### src/hdl/cfsic_pkg.sv
package cfsic_pkg;

   // Flag register bit positions
   localparam int F_I = 7;
   localparam int F_T = 6;
   localparam int F_H = 5;
   localparam int F_S = 4;
   localparam int F_V = 3;
   localparam int F_N = 2;
   localparam int F_Z = 1;
   localparam int F_C = 0;

   // I/O addresses of core registers
   localparam logic [5:0] IO_SP_LO = 6'h3D;
   localparam logic [5:0] IO_SP_HI = 6'h3E;
   localparam logic [5:0] IO_FLAGS = 6'h3F;

   // Reset values
   localparam logic [7:0]  FLAGS_RST      = 8'h00;
   localparam logic [15:0] TOP_OF_SRAM_DEF = 16'h04FF;
   localparam logic [15:0] BOOT_START_DEF  = 16'h0C00;
   localparam logic [15:0] VEC_RESET_OFS   = 16'h0000;

   // Pointer pair low-byte addresses
   localparam logic [4:0] PTR_X_LO = 5'h1A;
   localparam logic [4:0] PTR_Y_LO = 5'h1C;
   localparam logic [4:0] PTR_Z_LO = 5'h1E;
   localparam logic [1:0] PTR_SEL_X = 2'h0;
   localparam logic [1:0] PTR_SEL_Y = 2'h1;

   // Steps and timing counts, in clock cycles
   localparam logic [15:0] STEP1      = 16'h0001;
   localparam logic [15:0] STEP2      = 16'h0002;
   localparam int          ENTRY_CYC  = 4;
   localparam int          SLEEP_XTRA = 4;
   localparam int          RETURN_CYC = 4;
   localparam logic [3:0]  CNT_LAST   = 4'h1;
   localparam logic [3:0]  CNT_HI     = 4'h3;
   localparam logic [3:0]  CNT_LO     = 4'h2;

   // Operations reported by the execution datapath
   typedef enum logic [3:0] {
      OP_NONE, OP_ALU, OP_SEI, OP_CLI, OP_BSAVE, OP_BLOAD,
      OP_PUSH, OP_POP, OP_CALL, OP_SUB_EXIT, OP_IRQ_EXIT
   } cfsic_op_t;

   // Core sequencer phases
   typedef enum logic [1:0] {P_IDLE, P_ENTRY, P_RETURN} cfsic_phase_t;

   // Pointer update modes
   typedef enum logic [1:0] {PTR_NONE, PTR_INC, PTR_DEC} cfsic_ptr_op_t;

   // Instruction completion report
   typedef struct packed {
      cfsic_op_t   op;
      logic        done;
      logic [7:0]  res;
      logic        h;
      logic        v;
      logic        c;
      logic [7:0]  fmask;
      logic        t_in;
      logic [15:0] pc;
   } cfsic_exec_t;

   // I/O register access
   typedef struct packed {
      logic       we;
      logic       re;
      logic [5:0] addr;
      logic [7:0] wd;
   } cfsic_io_t;

   // Working register file request
   typedef struct packed {
      logic [4:0]    ra;
      logic [4:0]    rb;
      logic          we8;
      logic          we16;
      logic [4:0]    wa;
      logic [15:0]   wd;
      logic          bit_we;
      logic [2:0]    bit_sel;
      logic          bit_val;
      logic          ds_we;
      logic [4:0]    ds_addr;
      logic [7:0]    ds_wd;
      logic [1:0]    ptr_sel;
      cfsic_ptr_op_t ptr_op;
      logic [5:0]    disp;
   } cfsic_rf_req_t;

   // Working register file answer
   typedef struct packed {
      logic [7:0]  rd_a;
      logic [7:0]  rd_b;
      logic [15:0] rd_w;
      logic [7:0]  ds_rd;
      logic [15:0] eff_addr;
      logic [15:0] ptr_x;
      logic [15:0] ptr_y;
      logic [15:0] ptr_z;
   } cfsic_rf_rsp_t;

endpackage

### src/hdl/cfsic_core.sv
`timescale 1ns/100ps
module cfsic_core
#(
   parameter int          NIRQ        = 8,
   parameter int          VEC_WORDS   = 1,
   parameter logic [15:0] TOP_OF_SRAM = cfsic_pkg::TOP_OF_SRAM_DEF,
   parameter logic [15:0] BOOT_START  = cfsic_pkg::BOOT_START_DEF
)
(
   // Clock, reset and enable
   input  wire logic                     clk_sys,
   input  wire logic                     sys_rst,
   input  wire logic                     clk_en,
   // Execution datapath
   input  wire cfsic_pkg::cfsic_exec_t   exec,
   input  wire logic                     sleeping,
   input  wire cfsic_pkg::cfsic_rf_req_t rf_req,
   output      cfsic_pkg::cfsic_rf_rsp_t rf_rsp,
   // I/O register access
   input  wire cfsic_pkg::cfsic_io_t     io,
   output      logic [7:0]               io_rdata,
   // Interrupt sources
   input  wire logic [NIRQ-1:0]          irq_event,
   input  wire logic [NIRQ-1:0]          irq_flag_clr,
   input  wire logic [NIRQ-1:0]          irq_enable,
   input  wire logic [NIRQ-1:0]          irq_level,
   input  wire logic [NIRQ-1:0]          irq_is_level,
   output      logic [NIRQ-1:0]          irq_flags,
   // Vector placement and protection
   input  wire logic                     vector_relocate_sel,
   input  wire logic                     boot_vector_fuse,
   input  wire logic                     app_lock_pair,
   input  wire logic                     loader_lock_pair,
   input  wire logic                     pc_in_boot,
   // Program flow
   output      logic                     busy,
   output      logic                     vec_go,
   output      logic [15:0]              vec_addr,
   output      logic                     pc_load,
   output      logic [15:0]              pc_value,
   // Stack memory port
   output      logic                     stk_we,
   output      logic                     stk_re,
   output      logic [15:0]              stk_addr,
   output      logic [7:0]               stk_wdata,
   input  wire logic [7:0]               stk_rdata,
   // Core state view
   output      logic [7:0]               core_flag_register,
   output      logic [15:0]              stack_pointer
);
   import cfsic_pkg::*;

   localparam int IW = (NIRQ > 1) ? $clog2(NIRQ) : 1;

   // Whole state of the core
   typedef struct packed {
      cfsic_phase_t  phase;     // Sequencer phase
      logic [3:0]    cnt;       // Cycles left in phase
      logic          second;    // High byte push still due
      logic          rst_done;  // Reset vector issued
      logic [7:0]    flags;     // Flag register
      logic [15:0]   sp;        // Stack pointer
      logic [NIRQ-1:0] pend;    // Pending event flags
      logic [7:0]    io_rd;     // I/O read latch
      logic          busy;      // Entry or return running
      logic          vec_go;    // Vector fetch pulse
      logic [15:0]   vec_addr;  // Vector word address
      logic          pc_load;   // Return address pulse
      logic [15:0]   pc_val;    // Return address
      logic          stk_we;    // Stack write strobe
      logic          stk_re;    // Stack read strobe
      logic [15:0]   stk_addr;  // Stack address
      logic [7:0]    stk_wd;    // Stack write data
   } cfsic_state_t;

   localparam cfsic_state_t ST_RST = '{
      phase:    P_IDLE,
      cnt:      '0,
      second:   1'b0,
      rst_done: 1'b0,
      flags:    FLAGS_RST,
      sp:       TOP_OF_SRAM,
      pend:     '0,
      io_rd:    '0,
      busy:     1'b0,
      vec_go:   1'b0,
      vec_addr: VEC_RESET_OFS,
      pc_load:  1'b0,
      pc_val:   '0,
      stk_we:   1'b0,
      stk_re:   1'b0,
      stk_addr: '0,
      stk_wd:   '0
   };

   cfsic_state_t  st;        // Current state
   cfsic_state_t  next_st;   // Next state
   cfsic_rf_req_t rf_in;     // Request with bit-load value

   logic [NIRQ-1:0] req;     // Requests wanting service
   logic [IW-1:0]   sel;     // Winning request
   logic            blocked; // Lock-pair protection active
   logic            kill_ie; // Enable dropping this cycle
   logic            take;    // Start interrupt entry

   // Lowest index wins: lower vector, higher priority
   function automatic logic [IW-1:0] first_set(input logic [NIRQ-1:0] v);
      first_set = '0;
      for (int i = NIRQ - 1; i >= 0; i--)
      begin
         if (v[i])
            first_set = IW'(i);
      end
   endfunction

   // Vector address from table base and vector number
   function automatic logic [15:0] vec_of(input logic boot, input logic [15:0] num);
      vec_of = (boot ? BOOT_START : VEC_RESET_OFS) + 16'(num * VEC_WORDS);
   endfunction

   // Bit loads take the copy store as data
   always_comb
   begin
      rf_in         = rf_req;
      rf_in.bit_we  = exec.done && (exec.op == OP_BLOAD) && (st.phase == P_IDLE);
      rf_in.bit_val = st.flags[F_T];
   end

   // Working registers and pointer pairs
   cfsic_regfile u_regfile
   (
      .clk_sys (clk_sys),
      .sys_rst (sys_rst),
      .clk_en  (clk_en),
      .req     (rf_in),
      .rsp     (rf_rsp)
   );

   // Request gathering and the take decision
   always_comb
   begin
      // Flag type waits in pend, level type only while present
      req = ((st.pend & ~irq_is_level) | (irq_level & irq_is_level)) & irq_enable;
      sel = first_set(req);
      // Region-dependent protection by the lock pairs
      blocked = (app_lock_pair && !pc_in_boot) || (loader_lock_pair && pc_in_boot);
      // Disable in flight blocks a take in the same cycle
      kill_ie = (exec.done && (exec.op == OP_CLI))
              || (io.we && (io.addr == IO_FLAGS) && !io.wd[F_I]);
      // Only at an instruction boundary or from sleep; a return
      // never ends at a boundary, so one instruction always follows.
      // Enable set this cycle is not seen until the next boundary.
      take = (st.phase == P_IDLE) && st.rst_done && (exec.done || sleeping)
           && st.flags[F_I] && !kill_ie && (exec.op != OP_IRQ_EXIT)
           && (req != '0) && !blocked;
   end

   // Next-state logic
   always_comb
   begin
      next_st         = st;
      next_st.vec_go  = 1'b0;
      next_st.pc_load = 1'b0;
      next_st.stk_we  = 1'b0;
      next_st.stk_re  = 1'b0;
      // New events set, write-one clears; a new event wins
      next_st.pend = (st.pend & ~irq_flag_clr) | (irq_event & ~irq_is_level);
      // Reset vector issued once after reset release
      if (!st.rst_done)
      begin
         next_st.rst_done = 1'b1;
         next_st.vec_go   = 1'b1;
         next_st.vec_addr = vec_of(boot_vector_fuse, VEC_RESET_OFS);
      end
      // I/O writes; flag register replaced whole except the sign bit, which follows N and V
      if (io.we)
      begin
         case (io.addr)
            IO_SP_LO: next_st.sp[7:0]  = io.wd;
            IO_SP_HI: next_st.sp[15:8] = io.wd;
            IO_FLAGS: next_st.flags    = io.wd;
            default:  ;
         endcase
      end
      // I/O reads, unmapped addresses read zero
      if (io.re)
      begin
         case (io.addr)
            IO_SP_LO: next_st.io_rd = st.sp[7:0];
            IO_SP_HI: next_st.io_rd = st.sp[15:8];
            IO_FLAGS: next_st.io_rd = st.flags;
            default:  next_st.io_rd = '0;
         endcase
      end
      case (st.phase)
         P_IDLE:
         begin
            // Completed instruction effects; ignored while busy
            if (exec.done)
            begin
               case (exec.op)
                  OP_ALU:
                  begin
                     // Each ALU result refreshes the flags its fmask selects; the sign bit follows N and V whatever the fmask
                     if (exec.fmask[F_H])
                        next_st.flags[F_H] = exec.h;
                     if (exec.fmask[F_V])
                        next_st.flags[F_V] = exec.v;
                     if (exec.fmask[F_N])
                        next_st.flags[F_N] = exec.res[7];
                     if (exec.fmask[F_Z])
                        next_st.flags[F_Z] = ~|exec.res;
                     if (exec.fmask[F_C])
                        next_st.flags[F_C] = exec.c;
                  end
                  OP_SEI:   next_st.flags[F_I] = 1'b1;
                  OP_CLI:   next_st.flags[F_I] = 1'b0;
                  OP_BSAVE: next_st.flags[F_T] = exec.t_in;
                  OP_PUSH:  next_st.sp = next_st.sp - STEP1;
                  OP_POP:   next_st.sp = next_st.sp + STEP1;
                  OP_CALL:  next_st.sp = next_st.sp - STEP2;
                  OP_SUB_EXIT: next_st.sp = next_st.sp + STEP2;
                  OP_IRQ_EXIT:
                  begin
                     // First pop: high byte, pushed last
                     next_st.phase    = P_RETURN;
                     next_st.cnt      = 4'(RETURN_CYC);
                     next_st.busy     = 1'b1;
                     next_st.stk_re   = 1'b1;
                     next_st.sp       = next_st.sp + STEP1;
                     next_st.stk_addr = next_st.sp;
                  end
                  default: ;
               endcase
            end
            // Entry: flags untouched, only the enable drops
            if (take)
            begin
               next_st.phase      = P_ENTRY;
               next_st.cnt        = sleeping ? 4'(ENTRY_CYC + SLEEP_XTRA) : 4'(ENTRY_CYC);
               next_st.busy       = 1'b1;
               next_st.flags[F_I] = 1'b0;
               // Vectoring clears the flag unless a new event lands
               next_st.pend[sel]  = irq_event[sel] & ~irq_is_level[sel];
               next_st.stk_we     = 1'b1;
               next_st.stk_addr   = next_st.sp;
               next_st.stk_wd     = exec.pc[7:0];
               next_st.pc_val     = exec.pc;
               next_st.second     = 1'b1;
               next_st.sp         = next_st.sp - STEP1;
               next_st.vec_addr   = vec_of(vector_relocate_sel, 16'(sel) + STEP1);
            end
         end
         P_ENTRY:
         begin
            // Second push: high byte of the return address
            if (st.second)
            begin
               next_st.second   = 1'b0;
               next_st.stk_we   = 1'b1;
               next_st.stk_addr = st.sp;
               next_st.stk_wd   = st.pc_val[15:8];
               next_st.sp       = next_st.sp - STEP1;
            end
            next_st.cnt = st.cnt - 4'h1;
            if (st.cnt == CNT_LAST)
            begin
               next_st.phase  = P_IDLE;
               next_st.busy   = 1'b0;
               next_st.vec_go = 1'b1;
            end
         end
         P_RETURN:
         begin
            // Second read issued while the first one answers
            if (st.cnt == 4'(RETURN_CYC))
            begin
               next_st.stk_re   = 1'b1;
               next_st.sp       = next_st.sp + STEP1;
               next_st.stk_addr = next_st.sp;
            end
            // Memory answers one cycle after each read strobe
            if (st.cnt == CNT_HI)
               next_st.pc_val[15:8] = stk_rdata;
            if (st.cnt == CNT_LO)
               next_st.pc_val[7:0] = stk_rdata;
            next_st.cnt = st.cnt - 4'h1;
            if (st.cnt == CNT_LAST)
            begin
               next_st.phase      = P_IDLE;
               next_st.busy       = 1'b0;
               next_st.pc_load    = 1'b1;
               next_st.flags[F_I] = 1'b1;
            end
         end
         default:
         begin
            next_st.phase = P_IDLE;
            next_st.busy  = 1'b0;
         end
      endcase
      // Sign always follows negative and overflow
      next_st.flags[F_S] = next_st.flags[F_N] ^ next_st.flags[F_V];
   end

   // State register, frozen while the enable is low
   always_ff @(posedge clk_sys)
   begin
      if (sys_rst)
         st <= ST_RST;
      else if (clk_en)
         st <= next_st;
   end

   // Outputs straight from the state register
   assign io_rdata           = st.io_rd;
   assign irq_flags          = st.pend;
   assign busy               = st.busy;
   assign vec_go             = st.vec_go;
   assign vec_addr           = st.vec_addr;
   assign pc_load            = st.pc_load;
   assign pc_value           = st.pc_val;
   assign stk_we             = st.stk_we;
   assign stk_re             = st.stk_re;
   assign stk_addr           = st.stk_addr;
   assign stk_wdata          = st.stk_wd;
   assign core_flag_register = st.flags;
   assign stack_pointer      = st.sp;

endmodule

### src/hdl/cfsic_regfile.sv
`timescale 1ns/100ps
module cfsic_regfile
(
   // Clock and control
   input  wire logic                    clk_sys,
   input  wire logic                    sys_rst,
   input  wire logic                    clk_en,
   // Request and registered answer
   input  wire cfsic_pkg::cfsic_rf_req_t req,
   output      cfsic_pkg::cfsic_rf_rsp_t rsp
);
   import cfsic_pkg::*;

   // Whole state: the 32 registers and the read latches
   typedef struct packed {
      logic [31:0][7:0] regs;
      cfsic_rf_rsp_t    rsp;
   } cfsic_rf_state_t;

   cfsic_rf_state_t st;        // Current state
   cfsic_rf_state_t next_st;   // Next state

   // Low-byte address of a pointer pair
   function automatic logic [4:0] ptr_base(input logic [1:0] sel);
      case (sel)
         PTR_SEL_X: ptr_base = PTR_X_LO;
         PTR_SEL_Y: ptr_base = PTR_Y_LO;
         default:   ptr_base = PTR_Z_LO;
      endcase
   endfunction

   // Pair two registers, low byte at the even address
   function automatic logic [15:0] pair_of(input logic [31:0][7:0] r, input logic [4:0] lo);
      pair_of = {r[{lo[4:1], 1'b1}], r[{lo[4:1], 1'b0}]};
   endfunction

   // Writes, pointer updates and registered reads
   always_comb
   begin
      logic [4:0]  pb;
      logic [15:0] p;
      logic [15:0] np;
      pb = ptr_base(req.ptr_sel);
      p  = pair_of(st.regs, pb);
      np = p;
      next_st = st;
      // Reads see the registers before this cycle's writes
      next_st.rsp.rd_a  = st.regs[req.ra];
      next_st.rsp.rd_b  = st.regs[req.rb];
      next_st.rsp.rd_w  = pair_of(st.regs, req.ra);
      next_st.rsp.ds_rd = st.regs[req.ds_addr];
      // Wide write covers an aligned pair, else a single byte
      if (req.we16)
      begin
         next_st.regs[{req.wa[4:1], 1'b0}] = req.wd[7:0];
         next_st.regs[{req.wa[4:1], 1'b1}] = req.wd[15:8];
      end
      else if (req.we8)
      begin
         next_st.regs[req.wa] = req.wd[7:0];
      end
      // Single bit loaded from the copy store
      if (req.bit_we)
      begin
         next_st.regs[req.wa][req.bit_sel] = req.bit_val;
      end
      // Data-space store into the register window
      if (req.ds_we)
      begin
         next_st.regs[req.ds_addr] = req.ds_wd;
      end
      // Pointer addressing modes
      case (req.ptr_op)
         PTR_INC:
         begin
            np = p + STEP1;
            next_st.rsp.eff_addr = p;
         end
         PTR_DEC:
         begin
            np = p - STEP1;
            next_st.rsp.eff_addr = np;
         end
         default:
         begin
            next_st.rsp.eff_addr = p + 16'(req.disp);
         end
      endcase
      // Pointer write-back wins over data writes to the same pair
      if (req.ptr_op != PTR_NONE)
      begin
         next_st.regs[{pb[4:1], 1'b0}] = np[7:0];
         next_st.regs[{pb[4:1], 1'b1}] = np[15:8];
      end
      next_st.rsp.ptr_x = pair_of(st.regs, PTR_X_LO);
      next_st.rsp.ptr_y = pair_of(st.regs, PTR_Y_LO);
      next_st.rsp.ptr_z = pair_of(st.regs, PTR_Z_LO);
   end

   // State register, frozen while the enable is low
   always_ff @(posedge clk_sys)
   begin
      if (sys_rst)
         st <= '0;
      else if (clk_en)
         st <= next_st;
   end

   assign rsp = st.rsp;

endmodule

### config.mk
export PLATFORM = sky130hd
export DESIGN_NAME = cfsic_core
export DESIGN_NICKNAME = d
export VERILOG_FILES = /design/src/hdl/cfsic_pkg.sv /design/src/hdl/cfsic_core.sv /design/src/hdl/cfsic_regfile.sv
export SDC_FILE = /design/constraint.sdc
export NUM_CORES = 2
export LEC_CHECK = 0
export BUFFER_PORTS_ARGS = -buffer_cell sky130_fd_sc_hd__buf_4
export CAP_MARGIN = 20
export CORE_MARGIN = 1
export CORE_UTILIZATION = 40
export DETAILED_ROUTE_END_ITERATION = 6
export SYNTH_ARGS = -nofsm -noshare
export SYNTH_HDL_FRONTEND = slang
export SYNTH_SLANG_ARGS = --single-unit
### constraint.sdc
create_clock -name clk_sys -period 4.9 [get_ports clk_sys]
set_clock_uncertainty 0.05 [all_clocks]
set_input_delay 0.98 -clock clk_sys [delete_from_list [all_inputs] [get_ports clk_sys]]
set_output_delay 0.98 -clock clk_sys [all_outputs]
set_load 0.02 [all_outputs]
==> results.json <==
{
  "tightest_slew_ns": 1.12,
  "post_cts_buffers": 0,
  "cp_slowest_cell": "a2111oi_0",
  "ys_types": 94,
  "p_int_w": 0.00787,
  "critPathMostFrequentCell": "buf_4",
  "seqPwrFrac_pct": 35.9,
  "r2r_cells": 17,
  "grt_setup_unrepaired": "false",
  "rows": 114,
  "place_congestion": 0.996,
  "netlist_instances": 4906,
  "synth-seq-cells": 469,
  "hold_depth": 1,
  "power_frac_clock_pct": 39.6,
  "cts_buffer_depth": 3,
  "drc": 36,
  "grt_pass1_wl_um": 247000,
  "pwr-share-comb_pct": 24.5,
  "dp_hpwl_um": 120000,
  "finalCritPeriodShare_pct": 92.8,
  "antenna_found_initial": 8,
  "cts_resized": 0,
  "cts_sinks": 469,
  "p_switching_w": 0.00394,
  "slew_headroom_pct": 25.6,
  "grt-ovfl-total": 0,
  "cp-end-kind": "register",
  "finalHoldViolCount": 0,
  "sw_frac_of_total_pct": 33.4,
  "wl_um": 167000,
  "crit_arrival_ns": 5.00,
  "fill_cells": 9474,
  "outcome": "complete, but fails checks",
  "powerDensity_nw_per_um2": 266,
  "vias": 40409,
  "start_kind": "primary input",
  "grt_max_degree": 150,
  "ys.flop_type": "dfxtp_1",
  "synth-edff-count": 0,
  "drive_gt1_share_pct": 21.6,
  "drt-wirelength-per-cell_um": 26.6,
  "dpl_cell_area_um2": 42300,
  "violations": "DRC",
  "fp.dieW_um": 315,
  "cp.depth": 18,
  "min-delay-start": "vec_addr[15]",
  "crit_chain": "buf_4 -> nand4_1 -> nor2_4 -> mux2i_2 -> inv_1 -> ha_1 -> or3_1 -> o21bai_1 -> o21ai_1 -> o21ai_0 -> a41oi_1 -> a21oi_1 -> buf_4 -> xnor2_1 -> a32oi_1 -> o211ai_1 -> a2111oi_0 -> nor3_1",
  "r2r_start": "stack_pointer[2]",
  "num_io_pins": 381,
  "drtAntennaViolNets": 0,
  "finalSetupTns_ns": 0,
  "synth_fp_nets": 5120,
  "yosysWarnings": 0,
  "ys_async_sr_fraction_pct": 0,
  "gr-usage-all-layers_pct": 32.7,
  "synth_area_um2": 39200,
  "die_area_um2": 99200,
  "drv_cap": 0,
  "setup_violations": 0,
  "critPathKind": "in2reg",
  "clockRootBuffer": "clkbuf_16",
  "worst-path-buf-inv": 3,
  "critPathLaunch": "io[12]",
  "htreeDepth": 2,
  "io_buffer_count": 375,
  "grt_pass1_vias": 36798,
  "drtPass1Iterations": 7,
  "cts_tree": "built",
  "hold_path.class": "reg2reg",
  "hold_buffers": 0,
  "nets": 5147,
  "die_h_um": 315,
  "p_leak_nw": 17.5,
  "slew_violations": 0,
  "stdcell_area_um2": 44400,
  "start_util_pct": 40.4,
  "required_ns": 5.36,
  "core_area_um2": 96900,
  "cp_top_family": "compound AO/OA/AOI/OAI gates",
  "peakVddDrop_v": 0.000249,
  "cp_max_fo": 7,
  "max_stage_delay_ns": 0.48,
  "cts.reportedPaths.clkPinSlew_ns": 0.06,
  "drt-initial-drc-count": 5494,
  "cts_buffers": 57,
  "yosysSeqAreaShare_pct": 24.0,
  "layout_min_cycle_time_ns": 4.55,
  "viasPerCell": 6.46,
  "max_freq_ghz": 0.220,
  "area_delta_synth_final_pct": 13.3,
  "syn-mean-instance-area_um2": 7.98,
  "insertion_delay_ns": 0.69
}
==> power by group through the flow <==
stage | Combinational [W] | Clock (W) | Sequential [W]
final | 0.00290 | 0.00468 | 0.00423
after floorplan | 0.00193 | 0 | 0.00417
after detailed placement | 0.00282 | 0 | 0.00430
after global routing | 0.00308 | 0.00490 | 0.00424
after global placement | 0.00279 | 0 | 0.00430
after CTS | 0.00283 | 0.00476 | 0.00422
==> final cells by class <==
type / instances / area (um2) / share of cell area [%]
inverter: 73 / 279 / 0.629
tap: 1276 / 1600 / 3.60
multi-input combinational: 3695 / 26200 / 59.1
antenna: 2 / 5.00 / 0.0113
clock inverter: 35 / 455 / 1.03
clock buffer: 69 / 1550 / 3.50
timing repair buffer: 637 / 4870 / 11.0
sequential: 469 / 9390 / 21.2
==> logic make-up (layout without fill, tap and decap cells) <==
family          Yosys count  in the layout  synth area share, %
fa+ha+maj                39             39                 1.26
other cells               0              2                    0
flops                   469            469                 24.0
simple gates           1509           1509                 16.8
xor+xnor                 68             68                 1.52
buf+inv                 742            814                 9.13
compound gates         1465           1465                 24.3
mux                     614            614                 23.1
==> synth_stat cells (70+ instances only) <==
cell type / instances / area share (%)
nor2_1: 703 / 6.7
dfxtp_1: 469 / 24
a21oi_1: 455 / 5.8
o21ai_0: 218 / 2.8
nor3_1: 135 / 1.7
mux4_2: 225 / 13
inv_1: 70 / 0.67
a31oi_1: 103 / 1.6
clkbuf_1: 394 / 3.8
a211oi_1: 272 / 5.2
buf_4: 205 / 3.9
nand2_1: 408 / 3.9
mux2i_1: 335 / 8.6
==> worst reg2reg max path: stages (launching register included) <==
cell       delay (ns)
dfxtp_1          0.33
inv_1            0.12
a21oi_1          0.30
a21oi_2          0.08
xnor2_1          0.14
ha_1             0.23
or3_1            0.42
o21bai_1         0.19
o21ai_1          0.27
o21ai_0          0.24
a41oi_1          0.36
a21oi_1          0.11
buf_4            0.16
xnor2_1          0.13
a32oi_1          0.21
o211ai_1         0.14
a2111oi_0        0.48
nor3_1           0.09
==> layer usage <==
| layer | GRT usage, % | routed length, um | vias up | share of wire, % |
|---|---|---|---|---|
| met5 | 0 | 67 | - | 0.040 |
| li1 | - | - | 18138 | - |
| met3 | 8.96 | 19500 | 426 | 12 |
| met2 | 48.8 | 72100 | 2422 | 43 |
| met1 | 43.7 | 66700 | 19413 | 40 |
| met4 | 14.9 | 8290 | 10 | 5.0 |
==> worst paths after layout <==
check                           slack, ns            to
worst min-delay path                 0.41  vec_addr[15]
worst max-delay path                 0.35  stk_addr[15]
worst min register to register       0.41  vec_addr[15]
worst max register to register       0.69  stk_addr[15]
==> state kept, by name, indices dropped and copies added, names as in the netlist <==
name / cells
pc_value: 16
stk_we: 1
u_regfile.rsp: 104
vec_addr: 16
busy: 1
st: 8
stk_re: 1
u_regfile.next_st: 48
io_rdata: 8
irq_flags: 8
core_flag_register: 8
stk_addr: 16
u_regfile.st: 208
pc_load: 1
stk_wdata: 8
vec_go: 1
stack_pointer: 16
==> cells in the final DEF (no fill, tap or decap), types with 27 or more instances in the layout <==
cell type  instances
a211oi_1         271
a21oi_1          455
a221oi_1          51
a222oi_1          27
a22oi_1           52
a31oi_1          103
buf_4            629
clkbuf_16         57
dfxtp_1          468
ha_1              37
inv_1             69
mux2_2            53
mux2i_1          334
mux4_2           225
nand2_1          408
nand3_1           66
nor2_1           701
nor3_1           133
o211ai_1          63
o21ai_0          217
o22ai_1           30
xnor2_1           52
==> stage by stage <==
stage | util [%] | setup WS (ns) | hold slack (ns) | std cells | power [W]
after floorplan | - | 0.0323 | 0.381 | 4906 | 0.00610
after CTS | 45.8 | 0.524 | 0.412 | 6250 | 0.0118
after global routing | 45.8 | 0.282 | 0.424 | 6254 | 0.0122
final | 45.8 | 0.352 | 0.408 | 6256 | 0.0118
after global placement | 43.7 | -0.113 | 0.393 | 6146 | 0.00709
after detailed placement | 43.7 | -0.147 | 0.396 | 6146 | 0.00712
Note: power is estimated with default switching activity, not from simulation.
